===== src/design/sbwd_map.svh =====
/*
 Register offsets, field positions, reset values and decode constants
 for the secondary bus window decode block.
 Assumes a 32-bit APB slave with byte addresses on an 8-bit paddr.
*/
`ifndef SBWD_MAP_SVH
`define SBWD_MAP_SVH

`define SBWD_APB_AW 8
`define SBWD_IO_WIN_OFF 8'h1C
`define SBWD_NP_WIN_OFF 8'h20
`define SBWD_PF_WIN_OFF 8'h24
`define SBWD_CTRL_OFF 8'h28

`define SBWD_IO_WIN_RST 32'h020000F0
`define SBWD_MEM_WIN_RST 32'h0000FFF0

`define SBWD_DETPAR_BIT 31
`define SBWD_SYSERR_BIT 30
`define SBWD_MABORT_BIT 29
`define SBWD_TABORT_BIT 28
`define SBWD_SABORT_BIT 27
`define SBWD_MPAR_BIT 24
`define SBWD_DEVSEL_MEDIUM 2'h1

`define SBWD_IO_LIM_HI 15
`define SBWD_IO_BASE_HI 7
`define SBWD_MEM_LIM_HI 31
`define SBWD_MEM_BASE_HI 15

`define SBWD_CTRL_VGA_BIT 0
`define SBWD_CTRL_ISA_BIT 1
`define SBWD_CTRL_PER_BIT 2

`define SBWD_VGA_MEM_LO 32'h000A0000
`define SBWD_VGA_MEM_HI 32'h000BFFFF
`define SBWD_VGA_IO1_LO 10'h3B0
`define SBWD_VGA_IO1_HI 10'h3BB
`define SBWD_VGA_IO2_LO 10'h3C0
`define SBWD_VGA_IO2_HI 10'h3DF

`endif


===== src/design/sbwd_pkg.sv =====
/*
 Types shared by the secondary bus window decode block.
 Assumes the constants header is included where offsets are needed.
*/
package sbwd_pkg;

    typedef enum logic [1:0] {
        SBWD_KIND_MEM = 2'b00,
        SBWD_KIND_IO = 2'b01,
        SBWD_KIND_CFG = 2'b10
    } sbwd_kind_t;

    typedef struct packed {
        logic valid;
        logic is_io;
        logic other_claim;
        logic [31:0] addr;
    } sbwd_host_req_t;

    typedef struct packed {
        logic valid;
        sbwd_kind_t kind;
        logic [31:0] addr;
    } sbwd_sec_req_t;

    typedef struct packed {
        logic addr_par_err_tgt;
        logic data_par_err_tgt_wr;
        logic data_par_err_mst_rd;
        logic mst_write_phase;
        logic master_abort_rcvd;
        logic target_abort_rcvd;
        logic host_rsp_valid;
        logic host_rsp_error;
        logic nonexistent_address_error;
    } sbwd_sec_evt_t;

endpackage


===== src/design/sbwd_top.sv =====
/*
 Secondary bus window decode: window registers, routing of host and
 secondary master transactions, and secondary bus status flags.
 Assumes arst_n is the power-good reset, bus_rst_n a synchronous bus
 reset, and all request and event inputs synchronous to sys_clk.
*/
// Design decision made here: register access over APB.
// Operation
// (RL1) IO hit needs upper sixteen bits zero; code ignores them for host legacy video IO hits
// (RL2) IO limit 15:12, base 7:4
// (RL3) Memory window: base zeros, limit ones
// (RL4) Memory limit 31:20, base 15:4
// (RL5) Prefetchable window decoded the same way
// (RL6) Prefetchable limit 31:20, low bits ones
// (RL7) Host hits inside windows go secondary
// (RL8) Secondary hits inside windows not claimed
// (RL9) Host misses unclaimed elsewhere go LPC
// (RL10) Secondary misses claimed, passed to host
// (RL11) Empty windows: all secondary traffic upstream; code leaves configuration cycles unclaimed
// (RL12) Video and alias enables modify decode
// (RL13) Video memory and IO ranges go secondary
// (RL14) Alias enable keeps first 256 per 1K
// (RL15) Detected parity flag on three errors
// (RL16) System error input sets its flag
// (RL17) Master and target aborts set flags
// (RL18) Host error response signals target abort
// (RL19) Device select timing reads as medium
// (RL20) Master parity flag gated by response enable
// (RL21) Master parity flag rising raises NMI
// (RL22) Four flags survive bus reset
// (RL23) Window register reset values
// (RL24) Decode uses live register contents
`timescale 1ns/100ps
`include "sbwd_map.svh"
module sbwd_top
    import sbwd_pkg::*;
(
    input wire logic sys_clk,
    input wire logic arst_n,
    input wire logic bus_rst_n,
    input wire logic psel,
    input wire logic penable,
    input wire logic pwrite,
    input wire logic [`SBWD_APB_AW-1:0] paddr,
    input wire logic [31:0] pwdata,
    output logic [31:0] prdata,
    output logic pready,
    output logic pslverr,
    input wire sbwd_host_req_t host_req,
    output logic host_to_pci,
    output logic host_to_lpc,
    input wire sbwd_sec_req_t sec_req,
    output logic sec_claim,
    input wire sbwd_sec_evt_t sec_evt,
    input wire logic secondary_system_error_n,
    input wire logic secondary_parity_error_n,
    output logic signal_target_abort,
    output logic nmi_req
);
    localparam int NFLAG = 6;
    localparam int F_DETPAR = 0;
    localparam int F_SYSERR = 1;
    localparam int F_MABORT = 2;
    localparam int F_TABORT = 3;
    localparam int F_SABORT = 4;
    localparam int F_MPAR = 5;
    localparam int FLAG_POS [NFLAG] = '{`SBWD_DETPAR_BIT, `SBWD_SYSERR_BIT,
        `SBWD_MABORT_BIT, `SBWD_TABORT_BIT, `SBWD_SABORT_BIT, `SBWD_MPAR_BIT};
    localparam bit [NFLAG-1:0] CLR_ON_BUS = 6'h21;
    localparam logic [31:0] IO_RST = `SBWD_IO_WIN_RST;
    localparam logic [31:0] MEM_RST = `SBWD_MEM_WIN_RST;

    logic [3:0] io_window_limit;
    logic [3:0] io_window_base;
    logic [11:0] np_mem_window_limit;
    logic [11:0] np_mem_window_base;
    logic [11:0] pf_mem_window_limit;
    logic [11:0] pf_mem_window_base;
    logic legacy_video_decode_enable;
    logic legacy_io_alias_enable;
    logic parity_response_enable;
    logic [NFLAG-1:0] flag_ff;
    logic [NFLAG-1:0] flag_set;
    logic [NFLAG-1:0] flag_w1c;
    logic [31:0] prdata_ff;
    logic pslverr_ff;
    logic sent_abort_ff;
    logic mst_par_prev_ff;
    logic nmi_ff;
    logic wr_en;
    logic rd_setup;
    logic sel_io, sel_np, sel_pf, sel_ctrl;
    logic mapped;
    logic [31:0] io_reg_val;
    logic [31:0] np_reg_val;
    logic [31:0] pf_reg_val;
    logic [31:0] ctrl_reg_val;
    logic [31:0] rd_mux;
    logic [31:0] src_addr [2];
    logic io_match [2], np_match [2], pf_match [2];
    logic win_hit [2];
    logic host_is_io;
    logic vga_mem_hit, vga_io_hit;
    logic host_hit;
    logic sent_abort_evt;

    // APB decode
    assign sel_io = (paddr == `SBWD_IO_WIN_OFF);
    assign sel_np = (paddr == `SBWD_NP_WIN_OFF);
    assign sel_pf = (paddr == `SBWD_PF_WIN_OFF);
    assign sel_ctrl = (paddr == `SBWD_CTRL_OFF);
    assign mapped = sel_io | sel_np | sel_pf | sel_ctrl;
    assign wr_en = psel & penable & pwrite & mapped;
    assign rd_setup = psel & ~penable;
    assign pready = psel & penable;
    assign prdata = prdata_ff;
    assign pslverr = pslverr_ff & psel & penable;

    always_comb begin
        io_reg_val = 32'h00000000;
        for (int i = 0; i < NFLAG; i++) begin
            io_reg_val[FLAG_POS[i]] = flag_ff[i];
        end
        io_reg_val[26:25] = `SBWD_DEVSEL_MEDIUM; // [RL19]
        io_reg_val[`SBWD_IO_LIM_HI -: 4] = io_window_limit; // [RL2]
        io_reg_val[`SBWD_IO_BASE_HI -: 4] = io_window_base;
    end

    assign np_reg_val = {np_mem_window_limit, 4'h0,
                         np_mem_window_base, 4'h0}; // [RL4]
    assign pf_reg_val = {pf_mem_window_limit, 4'h0,
                         pf_mem_window_base, 4'h0}; // [RL6]
    assign ctrl_reg_val = {29'h00000000, parity_response_enable,
                           legacy_io_alias_enable,
                           legacy_video_decode_enable};

    always_comb begin
        rd_mux = 32'h00000000;
        if (sel_io) begin
            rd_mux = io_reg_val;
        end else if (sel_np) begin
            rd_mux = np_reg_val;
        end else if (sel_pf) begin
            rd_mux = pf_reg_val;
        end else if (sel_ctrl) begin
            rd_mux = ctrl_reg_val;
        end
    end

    // Read data captured in the setup cycle, stable through access
    always_ff @(posedge sys_clk or negedge arst_n) begin
        if (!arst_n) begin
            prdata_ff <= 32'h00000000;
            pslverr_ff <= 1'b0;
        end else if (rd_setup) begin
            prdata_ff <= pwrite ? 32'h00000000 : rd_mux;
            pslverr_ff <= ~mapped;
        end
    end

    // Window and control registers; the bus reset also restores them
    always_ff @(posedge sys_clk or negedge arst_n) begin
        if (!arst_n) begin
            io_window_limit <= IO_RST[15:12]; // [RL23]
            io_window_base <= IO_RST[7:4];
            np_mem_window_limit <= MEM_RST[31:20];
            np_mem_window_base <= MEM_RST[15:4];
            pf_mem_window_limit <= MEM_RST[31:20];
            pf_mem_window_base <= MEM_RST[15:4];
        end else if (!bus_rst_n) begin
            io_window_limit <= IO_RST[15:12]; // [RL23]
            io_window_base <= IO_RST[7:4];
            np_mem_window_limit <= MEM_RST[31:20];
            np_mem_window_base <= MEM_RST[15:4];
            pf_mem_window_limit <= MEM_RST[31:20];
            pf_mem_window_base <= MEM_RST[15:4];
        end else if (wr_en) begin
            if (sel_io) begin
                io_window_limit <= pwdata[15:12]; // [RL2]
                io_window_base <= pwdata[7:4];
            end
            if (sel_np) begin
                np_mem_window_limit <= pwdata[31:20]; // [RL4]
                np_mem_window_base <= pwdata[15:4];
            end
            if (sel_pf) begin
                pf_mem_window_limit <= pwdata[31:20]; // [RL5]
                pf_mem_window_base <= pwdata[15:4];
            end
        end
    end

    always_ff @(posedge sys_clk or negedge arst_n) begin
        if (!arst_n) begin
            legacy_video_decode_enable <= 1'b0;
            legacy_io_alias_enable <= 1'b0;
            parity_response_enable <= 1'b0;
        end else if (!bus_rst_n) begin
            legacy_video_decode_enable <= 1'b0;
            legacy_io_alias_enable <= 1'b0;
            parity_response_enable <= 1'b0;
        end else if (wr_en && sel_ctrl) begin
            legacy_video_decode_enable <= pwdata[`SBWD_CTRL_VGA_BIT];
            legacy_io_alias_enable <= pwdata[`SBWD_CTRL_ISA_BIT];
            parity_response_enable <= pwdata[`SBWD_CTRL_PER_BIT];
        end
    end

    // Window compare, index 0 host, index 1 secondary master
    assign src_addr[0] = host_req.addr;
    assign src_addr[1] = sec_req.addr;
    assign host_is_io = host_req.is_io;

    generate
        for (genvar g = 0; g < 2; g++) begin : g_src
            logic is_io;
            logic alias_ok;
            assign is_io = (g == 0) ? host_is_io :
                           (sec_req.kind == SBWD_KIND_IO);
            sbwd_window_match #(.ADDR_W(16), .FIELD_W(4)) u_io (
                .addr(src_addr[g][15:0]),
                .base(io_window_base),
                .limit(io_window_limit),
                .hit(io_match[g])
            );
            sbwd_window_match #(.ADDR_W(32), .FIELD_W(12)) u_np (
                .addr(src_addr[g]),
                .base(np_mem_window_base),
                .limit(np_mem_window_limit),
                .hit(np_match[g])
            ); // [RL3]
            sbwd_window_match #(.ADDR_W(32), .FIELD_W(12)) u_pf (
                .addr(src_addr[g]),
                .base(pf_mem_window_base),
                .limit(pf_mem_window_limit),
                .hit(pf_match[g])
            ); // [RL5] [RL6]
            // Alias mode passes only the first 256 bytes of each 1K
            assign alias_ok = !legacy_io_alias_enable ||
                              (src_addr[g][9:8] == 2'h0); // [RL14] [RL12]
            // Combinational against live registers [RL24]
            assign win_hit[g] = is_io ?
                (src_addr[g][31:16] == 16'h0000) && io_match[g] &&
                alias_ok : // [RL1]
                (np_match[g] || pf_match[g]);
        end
    endgenerate

    // Legacy video ranges widen the host decode only
    assign vga_mem_hit = legacy_video_decode_enable && !host_is_io &&
        (host_req.addr >= `SBWD_VGA_MEM_LO) &&
        (host_req.addr <= `SBWD_VGA_MEM_HI); // [RL13] [RL12]
    assign vga_io_hit = legacy_video_decode_enable && host_is_io &&
        (((host_req.addr[9:0] >= `SBWD_VGA_IO1_LO) &&
          (host_req.addr[9:0] <= `SBWD_VGA_IO1_HI)) ||
         ((host_req.addr[9:0] >= `SBWD_VGA_IO2_LO) &&
          (host_req.addr[9:0] <= `SBWD_VGA_IO2_HI))); // [RL13]
    assign host_hit = win_hit[0] || vga_mem_hit || vga_io_hit;

    assign host_to_pci = host_req.valid && host_hit; // [RL7]
    assign host_to_lpc = host_req.valid && !host_hit &&
                         !host_req.other_claim; // [RL9]
    // Configuration cycles are never passed upstream
    assign sec_claim = sec_req.valid && !win_hit[1] &&
        (sec_req.kind != SBWD_KIND_CFG); // [RL8] [RL10] [RL11]

    // Status flag events
    assign sent_abort_evt = sec_evt.host_rsp_valid &&
        sec_evt.host_rsp_error && !sec_evt.nonexistent_address_error; // [RL18]
    assign flag_set[F_DETPAR] = sec_evt.addr_par_err_tgt ||
        sec_evt.data_par_err_tgt_wr ||
        sec_evt.data_par_err_mst_rd; // [RL15]
    assign flag_set[F_SYSERR] = !secondary_system_error_n; // [RL16]
    assign flag_set[F_MABORT] = sec_evt.master_abort_rcvd; // [RL17]
    assign flag_set[F_TABORT] = sec_evt.target_abort_rcvd; // [RL17]
    assign flag_set[F_SABORT] = sent_abort_evt;
    assign flag_set[F_MPAR] = parity_response_enable &&
        (sec_evt.data_par_err_mst_rd ||
         (!secondary_parity_error_n && sec_evt.mst_write_phase)); // [RL20]

    generate
        for (genvar f = 0; f < NFLAG; f++) begin : g_flag
            assign flag_w1c[f] = wr_en && sel_io && pwdata[FLAG_POS[f]];
            sbwd_w1c_flag #(.CLR_ON_BUS_RST(CLR_ON_BUS[f])) u_flag (
                .sys_clk(sys_clk),
                .arst_n(arst_n),
                .bus_rst_n(bus_rst_n),
                .set(flag_set[f]),
                .w1c(flag_w1c[f]),
                .flag_ff(flag_ff[f])
            ); // [RL22]
        end
    endgenerate

    always_ff @(posedge sys_clk or negedge arst_n) begin
        if (!arst_n) begin
            sent_abort_ff <= 1'b0;
        end else begin
            sent_abort_ff <= sent_abort_evt; // [RL18]
        end
    end
    assign signal_target_abort = sent_abort_ff;

    // One pulse per rising edge of the master parity flag
    always_ff @(posedge sys_clk or negedge arst_n) begin
        if (!arst_n) begin
            mst_par_prev_ff <= 1'b0;
            nmi_ff <= 1'b0;
        end else begin
            mst_par_prev_ff <= flag_ff[F_MPAR];
            nmi_ff <= flag_ff[F_MPAR] && !mst_par_prev_ff; // [RL21]
        end
    end
    assign nmi_req = nmi_ff;

    AST_IO_UPPER_ZERO: assert property (@(posedge sys_clk) // [RL1]
        disable iff (!arst_n)
        (host_req.valid && host_req.is_io && host_req.addr[31:16] != 0 &&
         !legacy_video_decode_enable) |-> !host_to_pci)
        else $error("io above 64K routed to secondary bus");

    AST_ROUTE_EXCL: assert property (@(posedge sys_clk) // [RL9]
        disable iff (!arst_n)
        !(host_to_pci && host_to_lpc))
        else $error("host request routed to two buses");

    AST_CFG_NOT_CLAIMED: assert property (@(posedge sys_clk) // [RL11]
        disable iff (!arst_n)
        (sec_req.kind == SBWD_KIND_CFG) |-> !sec_claim)
        else $error("configuration cycle claimed");

    AST_ALIAS_FILTER: assert property (@(posedge sys_clk) // [RL14]
        disable iff (!arst_n)
        (legacy_io_alias_enable && sec_req.valid &&
         sec_req.kind == SBWD_KIND_IO && sec_req.addr[9:8] != 0)
        |-> sec_claim)
        else $error("aliased io address not passed upstream");

    AST_SENT_ABORT_PULSE: assert property (@(posedge sys_clk) // [RL18]
        disable iff (!arst_n)
        sent_abort_evt |=> signal_target_abort && flag_ff[F_SABORT])
        else $error("target abort not signaled or not flagged");

    AST_NMI_ON_MASTER_PARITY: assert property (@(posedge sys_clk) // [RL21]
        disable iff (!arst_n)
        $rose(flag_ff[F_MPAR]) |=> nmi_req ##1 !nmi_req)
        else $error("nmi not pulsed on master parity flag");

    AST_DEVSEL_READ: assert property (@(posedge sys_clk) // [RL19]
        disable iff (!arst_n)
        (rd_setup && !pwrite && sel_io) |=> prdata[26:25] == 2'h1)
        else $error("device select timing not medium");

    AST_KEEP_ON_BUS_RST: assert property (@(posedge sys_clk) // [RL22]
        disable iff (!arst_n)
        (!bus_rst_n && !wr_en && flag_ff[F_SYSERR] && flag_ff[F_MABORT])
        |=> flag_ff[F_SYSERR] && flag_ff[F_MABORT])
        else $error("sticky flag lost on bus reset");

    AST_PARITY_GATE: assert property (@(posedge sys_clk) // [RL20]
        disable iff (!arst_n)
        (!parity_response_enable && !flag_ff[F_MPAR]) |=> !flag_ff[F_MPAR])
        else $error("master parity flag set while disabled");

    AST_WIN_RESET: assert property (@(posedge sys_clk) // [RL23]
        disable iff (!arst_n)
        !bus_rst_n |=> np_reg_val == MEM_RST && io_window_base == 4'hF)
        else $error("window registers not at reset value");
endmodule


===== src/design/sbwd_window_match.sv =====
/*
 One address window comparator: base and limit give the upper address
 bits, the lower bits extend with zeros and ones.
 Assumes base, limit and address are stable in the same cycle.
*/
`timescale 1ns/100ps
module sbwd_window_match #(
    parameter int ADDR_W = 32,
    parameter int FIELD_W = 12
) (
    input wire logic [ADDR_W-1:0] addr,
    input wire logic [FIELD_W-1:0] base,
    input wire logic [FIELD_W-1:0] limit,
    output logic hit
);
    localparam int LOW_W = ADDR_W - FIELD_W;

    // Base above limit gives an empty window by construction
    assign hit = (addr >= {base, {LOW_W{1'b0}}}) &&
                 (addr <= {limit, {LOW_W{1'b1}}});
endmodule


===== src/design/sbwd_w1c_flag.sv =====
/*
 Sticky status flag set by hardware, cleared by a write of one, and
 optionally cleared by the secondary bus reset.
 Assumes set, w1c and bus_rst_n are synchronous to sys_clk.
*/
`timescale 1ns/100ps
module sbwd_w1c_flag #(
    parameter bit CLR_ON_BUS_RST = 1'b1
) (
    input wire logic sys_clk,
    input wire logic arst_n,
    input wire logic bus_rst_n,
    input wire logic set,
    input wire logic w1c,
    output logic flag_ff
);
    logic nxt_flag;

    // Set beats a clear in the same cycle
    always_comb begin
        nxt_flag = flag_ff;
        if (w1c) begin
            nxt_flag = 1'b0;
        end
        if (!bus_rst_n && CLR_ON_BUS_RST) begin
            nxt_flag = 1'b0;
        end
        if (set) begin
            nxt_flag = 1'b1;
        end
    end

    always_ff @(posedge sys_clk or negedge arst_n) begin
        if (!arst_n) begin
            flag_ff <= 1'b0;
        end else begin
            flag_ff <= nxt_flag;
        end
    end

    AST_SET_WINS: assert property (@(posedge sys_clk) disable iff (!arst_n)
        set |=> flag_ff) // [RL15]
        else $error("flag lost a set event");
endmodule


===== config.mk =====
export PLATFORM = sky130hd
export DESIGN_NAME = sbwd_top
export DESIGN_NICKNAME = d
export VERILOG_FILES = /design/src/design/sbwd_pkg.sv /design/src/design/sbwd_top.sv /design/src/design/sbwd_window_match.sv /design/src/design/sbwd_w1c_flag.sv
export VERILOG_INCLUDE_DIRS = /design/src /design/src/design
export SDC_FILE = /design/constraint.sdc
export NUM_CORES = 1
export LEC_CHECK = 0
export BUFFER_PORTS_ARGS = -buffer_cell sky130_fd_sc_hd__buf_2
export CELL_PAD_IN_SITES_DETAIL_PLACEMENT = 0
export CELL_PAD_IN_SITES_GLOBAL_PLACEMENT = 1
export CORE_MARGIN = 2
export CORE_UTILIZATION = 30
export DETAILED_ROUTE_END_ITERATION = 8
export PLACE_DENSITY_LB_ADDON = 0.3
export RECOVER_POWER = 25
export SKIP_CTS_REPAIR_TIMING = 1
export SKIP_LAST_GASP = 1
export SYNTH_ARGS = -nofsm -noshare
export SYNTH_HDL_FRONTEND = slang
export SYNTH_SLANG_ARGS = --single-unit

===== constraint.sdc =====
create_clock -name sys_clk -period 2.25 [get_ports sys_clk]
set_input_delay 0.1125 -clock sys_clk [delete_from_list [all_inputs] [get_ports sys_clk]]
set_output_delay 0.1125 -clock sys_clk [all_outputs]
set_load 0.005 [all_outputs]

# Yosys cells after proc, flatten, opt, wreduce, memory -nomap -nowiden
# Index checks and enable logic that the tools add are counted.
dict set report totals {
  ff_bits 101
  latchBits 0
  ramBits 0
  rom_bits 0
  inputBits 127
  output_inout_bits 39
  word_cells 171
  memories 0
}
dict set report classes {
  add_sub_neg 0
  multipliers 0
  div 0
  n_lt_le_gt_ge 18
  eq_ne 14
  shifts 0
  muxes 45
  n_bitwise 11
  n_reduce_logical 63
}
# cell n
set op_table {}
lappend op_table {{12-bit 2-to-1 mux} 12}
lappend op_table {{32-bit >= comparator} 4}
lappend op_table {{32-bit less-or-equal comparator} 4}
lappend op_table {{32-bit 2-to-1 mux} 4}
lappend op_table {{1-bit logical AND} 35}
lappend op_table {{16-bit >= comparator} 2}
lappend op_table {{32-bit by 20-bit >= comparator with 1-bit output (second input constant)} 1}
lappend op_table {{16-bit less-or-equal comparator} 2}
lappend op_table {{32-bit by 20-bit less-or-equal comparator with 1-bit output (second input constant)} 1}
lappend op_table {{16-bit logical NOT} 2}
lappend op_table {{8-bit by 6-bit equality test with 1-bit output (second input constant)} 3}
lappend op_table {{4-bit 2-to-1 mux} 6}
lappend op_table {{1-bit 2-to-1 mux} 22}
lappend op_table {{10-bit >= comparator (second input constant)} 2}
lappend op_table {{10-bit less-or-equal comparator (second input constant)} 2}
lappend op_table {{2-bit by 1-bit inequality test with 1-bit output (second input constant)} 6}
lappend op_table {{1-bit logical OR} 10}
lappend op_table {{8-bit by 5-bit equality test with 1-bit output (second input constant)} 1}
lappend op_table {{1-bit logical NOT} 8}
lappend op_table {{1-bit AND} 6}
lappend op_table {{3-bit by 1-bit inequality test with 1-bit output (second input constant)} 2}
lappend op_table {{2-bit AND reduction} 3}
lappend op_table {{2-bit nonzero test} 3}
lappend op_table {{2-bit logical NOT} 2}
lappend op_table {{5 further kinds} 8}

# Longest topological paths before layout
# Gate-level depths: netlist of the first run.
dict set report logic_depth {
  ltp_word 10
  mapped_depth 9
}

# Hierarchy
# A second synthesis of the first run with hierarchy kept.
dict set report unflattened {
  cells_unflattened 938
  hier_area_um2 7790.0
}
# module instances cells_each area_each_um2
set modules_own_cells {}
lappend modules_own_cells {sbwd_top 1 456 4341.7}
lappend modules_own_cells {{sbwd_window_match at g_src[0].u_np ...} 4 99 678.2}
lappend modules_own_cells {{sbwd_window_match at g_src[0].u_io ...} 2 34 259.0}
lappend modules_own_cells {sbwd_w1c_flag 6 3 36.3}

# Least setup slack after synthesis of the first run
# No wires, ideal clock.
dict set report synth_timing {
  path_kind {reg2out}
  start {reg pf_mem_window_base[2]}
  end {out host_to_lpc}
  t_arrival_ps 2074
  path_slack_ps 63
  path_stages_with_launch 10
  cell_sequence {dfstp_2 inv_1 ha_1 a21o_1 a21oi_1 a211o_1 a31oi_1 a2bb2oi_1 o41ai_1 nor3b_1}
}
dict set report synth_via {
  elab_chain_len 9
}
# item line_no
set synth_lines {}
lappend synth_lines {{start, declared} sbwd_top.sv:78} ;# logic [11:0] pf_mem_window_base;
lappend synth_lines {{start signal, assigned} sbwd_top.sv:169} ;# pf_mem_window_base <= MEM_RST[15:4];
lappend synth_lines {{start signal, assigned} sbwd_top.sv:176} ;# pf_mem_window_base <= MEM_RST[15:4];
lappend synth_lines {{start signal, assigned} sbwd_top.sv:188} ;# pf_mem_window_base <= pwdata[15:4];
lappend synth_lines {{32-bit >= comparator} sbwd_window_match.sv:19} ;# assign hit = (addr >= {base, {LOW_W{1'b0}}}) &&
lappend synth_lines {{1-bit logical AND} sbwd_window_match.sv:19}
lappend synth_lines {{1-bit logical OR} sbwd_top.sv:245} ;# (np_match[g] || pf_match[g]);
lappend synth_lines {{1-bit 2-to-1 mux} sbwd_top.sv:242} ;# assign win_hit[g] = is_io ?
lappend synth_lines {{1-bit logical OR (2 in a row)} sbwd_top.sv:258} ;# assign host_hit = win_hit[0] || vga_mem_hit || vga_io_hit;
lappend synth_lines {{1-bit logical NOT} sbwd_top.sv:261} ;# assign host_to_lpc = host_req.valid && !host_hit &&
lappend synth_lines {{1-bit logical AND (2 in a row)} sbwd_top.sv:261}
lappend synth_lines {{end, declared} sbwd_top.sv:51} ;# output logic host_to_lpc,
# No other way between the ends.

# Worst setup path after layout of the first run
dict set report layout_timing {
  start {reg pf_mem_window_base[5]}
  end {out host_to_lpc}
}
# The elaborated chain is that of the path after synthesis.

==> impl_results.md, run 1 <==
- RSZ-0062 raised after global routing: true
- Buffers on Ports: 155
- Outcome: finished with violations
- Largest area contributor in the synthesized netlist: dfrtp_1
- Chip width: 157.9 microns
- Cell Area, Synth: 7109 sq um
- Largest net degree at the start of global routing: 44
- Clock buffer depth: 2
- Hold depth: 3
- Area growth syn-to-layout: 36.38%
- CP cell instances: inv_1, ha_4, a21o_1, a21o_1, a21oi_2, o21ai_2, a2bb2oi_4, o41ai_4, nor3b_2, buf_2
- Worst relative slew slack: 0.2409
- Number of cells on the worst reg-to-reg path: 4
- Die Y-Extent: 157.9 microns
- CTS Sinks: 96
- Routed vias/inst: 4.995
- Nets: 1316
- Fin. max-slew vios: 0
- Peak VDD IR: 0.3590 mV
- Kind of end point of the critical path: output port
- Cells after Synth: 814
- Number of global-route vias before repair: 7032
- Setup crit start kind: flop
- Avg Cell Area, Syn: 8.734 sq um
- Total die area: 24950 sq um
- Wirelength per Cell: 18.60 microns
- Clock latency on the worst-skew pair: 360 ps
- Worst hold slack: 5.462 ps
- Crit path top cell by count: a21o_1
- CTS root buf: clkbuf_16
- Worst setup margin: -510.6 ps
- I/O pins: 166
- Post-DP HPWL: 20830 microns
- Site row count: 56
- Failing checks: negative setup slack
- DR vias: 6998
- TritonCTS clock tree: done
- Share of cells above drive strength 1: 0.3262
- Ys flop type: dfrtp_1
- Worst path required time: 2140 ps
- Peak Freq: 362.2 MHz
- CP max FO: 2
- GRT Total Usage: 0.2106
- Initial DRC Count: 365
- Post-synth EDFFs: 0
- Place WS: -285.2 ps
- Final routed DRC violation total: 0
- Diode count: 0
- Pre-antenna DRT Iters: 4
- Lkg Pwr: 4.597 nW
- Synth top area share: 0.2394
- Library cells used by synthesis: 53
- Met3 Wirelength: 1015 microns
- Most frequent cells in the layout: nand2_1, buf_2, buf_4
- Slew @ Worst Pin: 1139 ps
- Routed wire length: 26060 microns
- Gpl congestion: 0.9185
- Fin util: 0.4143
- Pwr Density: 409.1 nW/um^2
- First-pass GRT wire length: 39100 microns
- Grt ovf: 0
- Crit path buffers/inverters: 2
- Async SR Flop Fraction: 1.000
- Crit-path slowest cell: dfstp_2
- Wl on met1: 11090 microns
- Num CTS Buffers: 9
- Synth area leaders: dfrtp_1, ha_1, dfstp_2, nand2_1, o21ai_0
- Remaining antenna violation count: 0
- Register area share after synthesis: 0.3428
- Family with the most delay on the worst path: compound AO/OA/AOI/OAI gates
- CP max stage delay: 530 ps
- Area of the core: 23400 sq um
- Critical path type: flop to output port
- Final Critical Period: 2761 ps
- HP Class: input pin to flop
- Final period util: 1.227
- Commonest non-fill, non-tap cell in the layout: nand2_1
- Highest metal used: met4
- Final Hold Viols: 0
- Synth warn: 0
- Initial antenna violation count: 0
- Worst path depth: 10
- Setup violators final: 3
- #FFs+latches synth: 96
- Met2 routed WL: 13090 microns
- Reg clk slew, reported paths: 70 ps
- Clk_skew: 4.769 ps
- Starting Density: 0.3038
- # Max-Cap Violations: 0
- WP data arrival: 2650 ps
- Htree depth: 3
## sequential cells by signal (all words and copies together) (netlist names)
register and cells:
g_flag.u_flag.flag_ff 6, mst_par_prev_ff 1, io_window_base 4, pf_mem_window_limit 12, signal_target_abort 1, io_window_limit 4, pslverr_ff 1, prdata 27
np_mem_window_limit 12, pf_mem_window_base 12, parity_response_enable 1, legacy_io_alias_enable 1, nmi_req 1, legacy_video_decode_enable 1, np_mem_window_base 12
## per-stage QoR
| step | instances | area (sq um) | total power, W | TNS [ps] |
|---|---|---|---|---|
| 2_1_floorplan | 818 | 7124 | 0.001997 | 0 |
| 3_3_place_gp | 1373 | 9065 | 0.002355 | -591.1 |
| 3_5_place_dp | 1373 | 9065 | 0.002358 | -658.0 |
| 4_1_cts | 1389 | 9361 | 0.003982 | -1874 |
| 5_1_grt | 1401 | 9696 | 0.004146 | -1725 |
| 6_report | 1401 | 9696 | 0.003966 | -1292 |
## final timing paths
check	slack, ps	from	to
setup / recovery	-510	pf_mem_window_base[5]	host_to_lpc
hold / removal	5	pwdata[26]	np_mem_window_limit[6]
setup reg to reg	690	g_flag[0].u_flag.flag_ff	g_flag[0].u_flag.flag_ff
hold reg to reg	400	mst_par_prev_ff	nmi_req
max in group asynchronous	770	arst_n	io_window_base[1]
min in group asynchronous	510	arst_n	prdata[27]
## layout make-up
class | instances | area [sq um]
Clock inverter | 6 | 67.56
Timing Repair Buffer | 285 | 1804
Multi-Input combinational cell | 625 | 4533
Tap cell | 319 | 399.1
Inverter | 60 | 225.2
Clock buffer | 10 | 229.0
Sequential cell | 96 | 2437
Fill cell | 2472 | 13710
## metal layers
metal | vias to the layer above | GRT usage
met5 | - | 0
met3 | 46 | 0.03230
met4 | 0 | 0.07550
li1 | 3474 | -
met2 | 154 | 0.3764
met1 | 3324 | 0.2559
## Yosys cell counts, types with 4 or more instances
| cell type | count |
|---|---|
| nand3_1 | 24 |
| a31oi_1 | 4 |
| o21ai_0 | 51 |
| clkbuf_1 | 18 |
| a21o_1 | 26 |
| a221oi_1 | 5 |
| buf_4 | 5 |
| or4_1 | 4 |
| nand2_1 | 161 |
| a21boi_0 | 29 |
| buf_2 | 12 |
| and3_1 | 7 |
| nor2b_1 | 8 |
| a22oi_1 | 15 |
| mux2i_1 | 9 |
| dfstp_2 | 28 |
| nand4_1 | 27 |
| inv_1 | 60 |
| o211ai_1 | 28 |
| nor4_1 | 20 |
| ha_1 | 112 |
| dfrtp_1 | 68 |
| a21oi_1 | 35 |
| nor2_1 | 10 |
## where the power goes
group | internal [W] | switching, W | total (W)
clock | 0.000870 | 0.000737 | 0.00161
sequential | 0.00173 | 0.00000241 | 0.00173
combinational | 0.000269 | 0.000355 | 0.000624
## kinds of logic (layout without fill, tap and decap cells)
logic type	count (synthesis)	count (layout)	share of synthesized area
AO/OA/AOI/OAI	215	215	0.1999
adder cells (fa/ha/maj)	112	112	0.1971
other	1	5	0.0005275
multiplexers	11	11	0.01584
AND/OR/NAND/NOR	282	282	0.1878
flip-flops	96	96	0.3428
buffers and inverters	97	361	0.05597
## tightest hold or removal path: stages
cell and delay (ps):
buf_2 100, nand2_1 50, a21boi_1 50
(Power assumes the default switching activity.)
==> run 2, diff against run 1 <==
--- a/config.mk
+++ b/config.mk
@@ -12,7 +12,7 @@
 export CORE_MARGIN = 2
 export CORE_UTILIZATION = 30
 export DETAILED_ROUTE_END_ITERATION = 8
-export PLACE_DENSITY_LB_ADDON = 0.3
+export PLACE_DENSITY = 0.71
 export RECOVER_POWER = 25
 export SKIP_CTS_REPAIR_TIMING = 1
 export SKIP_LAST_GASP = 1
==> run 2 against run 1 <==
Effect of this change:
- the flow still finishes with violations (negative setup slack)
- wire length down 1.3%
- largest cell class unchanged
- final cell count decreased by 1.8%
- non-clock buffer count decreased by 25
- first-iteration DRC count grew 19%
- sequential power is essentially flat
- maximum frequency grew 1.1%
==> impl_results.md, run 2 (same netlist as run 1, synthesis figures left out) <==
- Worst setup margin: -481.9 ps
- TritonCTS clock tree: done
- CTS root buf: clkbuf_16
- Met2 routed WL: 12830 microns
- Crit path buffers/inverters: 3
- Setup violators final: 3
- Chip width: 157.9 microns
- Final Critical Period: 2732 ps
- Pre-antenna DRT Iters: 5
- Routed vias/inst: 5.073
- Combinational Power Share: 0.148
- GRT Total Usage: 0.2040
- Tot Pwr: 0.004111 W
- Reg clk slew, reported paths: 70 ps
- Total negative slack: -1309 ps
- Critical path type: flop to output port
- Clock latency on the worst-skew pair: 360 ps
- WP data arrival: 2620 ps
- Clk pwr share: 0.430
- Initial DRC Count: 436
- Fin. max-slew vios: 0
- Setup crit start kind: flop
- Diode count: 0
- Lkg Pwr: 4.463 nW
- CP cell instances: inv_4, buf_6, ha_4, nand4_1, nor4_2, a221oi_2, a21oi_1, o32ai_2, a22oi_1, nor3_1, buf_2
- Number of flip-flops in the largest register: 27
- Net Sw Frac: 0.2613
- CTS Sinks: 96
- CP max stage delay: 560 ps
- RSZ-0062 raised after global routing: true
- Area growth syn-to-layout: 36.89%
- Buffers on Ports: 155
- Share of cells above drive strength 1: 0.3377
- Wl on met1: 10960 microns
- Sequential Power Share: 0.422
- Gpl congestion: 0.9017
- Starting Density: 0.3038
- Clk_skew: 6.831 ps
- Highest metal used: met4
- Htree depth: 3
- Post-DP HPWL: 20200 microns
- Worst relative slew slack: 0.3111
- Area of the core: 23400 sq um
- Outcome: finished with violations
- Nets: 1291
- Grt ovf: 0
- Die Y-Extent: 157.9 microns
- Failing checks: negative setup slack
- Kind of end point of the critical path: output port
- Num CTS Buffers: 9
- Family with the most delay on the worst path: compound AO/OA/AOI/OAI gates
- Met3 Wirelength: 1325 microns
- Post-Place Cell Area: 8865 sq um
- Combined area of the multi-input logic cells: 4715 sq um
- Total die area: 24950 sq um
- Largest net degree at the start of global routing: 61
- Final Instance Area: 9732 sq um
- Final Hold Viols: 0
- # Max-Cap Violations: 0
- Most frequent cells in the layout: nand2_1, buf_2, buf_4
- Commonest non-fill, non-tap cell in the layout: nand2_1
- Worst path required time: 2140 ps
- Pwr Density: 422.4 nW/um^2
- Initial antenna violation count: 0
- CP max FO: 3
- Wirelength per Cell: 18.70 microns
- Site row count: 56
- HP Class: input pin to flop
- Peak VDD IR: 0.3355 mV
- Internal cell power: 0.003036 W
- Fin util: 0.4158
- Final period util: 1.214
- Fillers: 2423
- Peak Freq: 366.1 MHz
- Crit-path slowest cell: dfstp_2
- Routed wire length: 25730 microns
- DR vias: 6981
- First-pass GRT wire length: 38140 microns
- Place WS: -275.3 ps
- Clock buffer depth: 2
- Remaining antenna violation count: 0
- NetSw: 0.001074 W
- Slew @ Worst Pin: 1033 ps
- Register area: 2437 sq um
- Number of global-route vias before repair: 6772
- Final routed DRC violation total: 0
- I/O pins: 166
run 2: area by class of cell:
cell class | count | area share
Timing Repair Buffer | 260 | 0.1659
Clock buffer | 11 | 0.02597
Inverter | 60 | 0.02340
Multi-Input combinational cell | 625 | 0.4844
Sequential cell | 96 | 0.2505
Clock inverter | 5 | 0.008871
Tap cell | 319 | 0.04101
run 2: metal layers:
metal  global-route usage  vias up
li1                     -     3433
met1               0.2603     3310
met2               0.3561      208
met3              0.03367       30
met4              0.05577        0
met5                    0        -
run 2: path summary, 6_finish.rpt:
check                                    startpoint  slack [ps]                        to  cells after the start
max in group asynchronous                    arst_n         850    np_mem_window_base[10]                      3
setup reg to reg           g_flag[0].u_flag.flag_ff         670  g_flag[0].u_flag.flag_ff                      4
min in group asynchronous                    arst_n         480                 prdata[8]                      2
hold / removal                           pwdata[15]           3    pf_mem_window_base[11]                      3
hold reg to reg                     mst_par_prev_ff         400                   nmi_req                      1
setup / recovery              np_mem_window_base[7]        -480                 sec_claim                     11
run 2: tightest hold or removal path, stage by stage:
cell and delay [ps]:
buf_2 110, nand2_1 50, o211ai_1 80
run 2: power groups by stage:
stage,combinational [W],sequential [W],clock [W]
after global routing,0.000683,0.00174,0.00186
after global placement,0.000546,0.00177,0
final,0.000609,0.00174,0.00177
after detailed placement,0.000553,0.00177,0
after floorplan,0.000230,0.00177,0
after CTS,0.000556,0.00174,0.00180
run 2: through the flow:
step | hold slack (ps) | instances
global route | 6.753 | 1376
floorplan | -183.1 | 818
finish | 3.039 | 1376
global placement | 128.0 | 1348
CTS | -254.9 | 1364
detailed placement | 129.2 | 1348
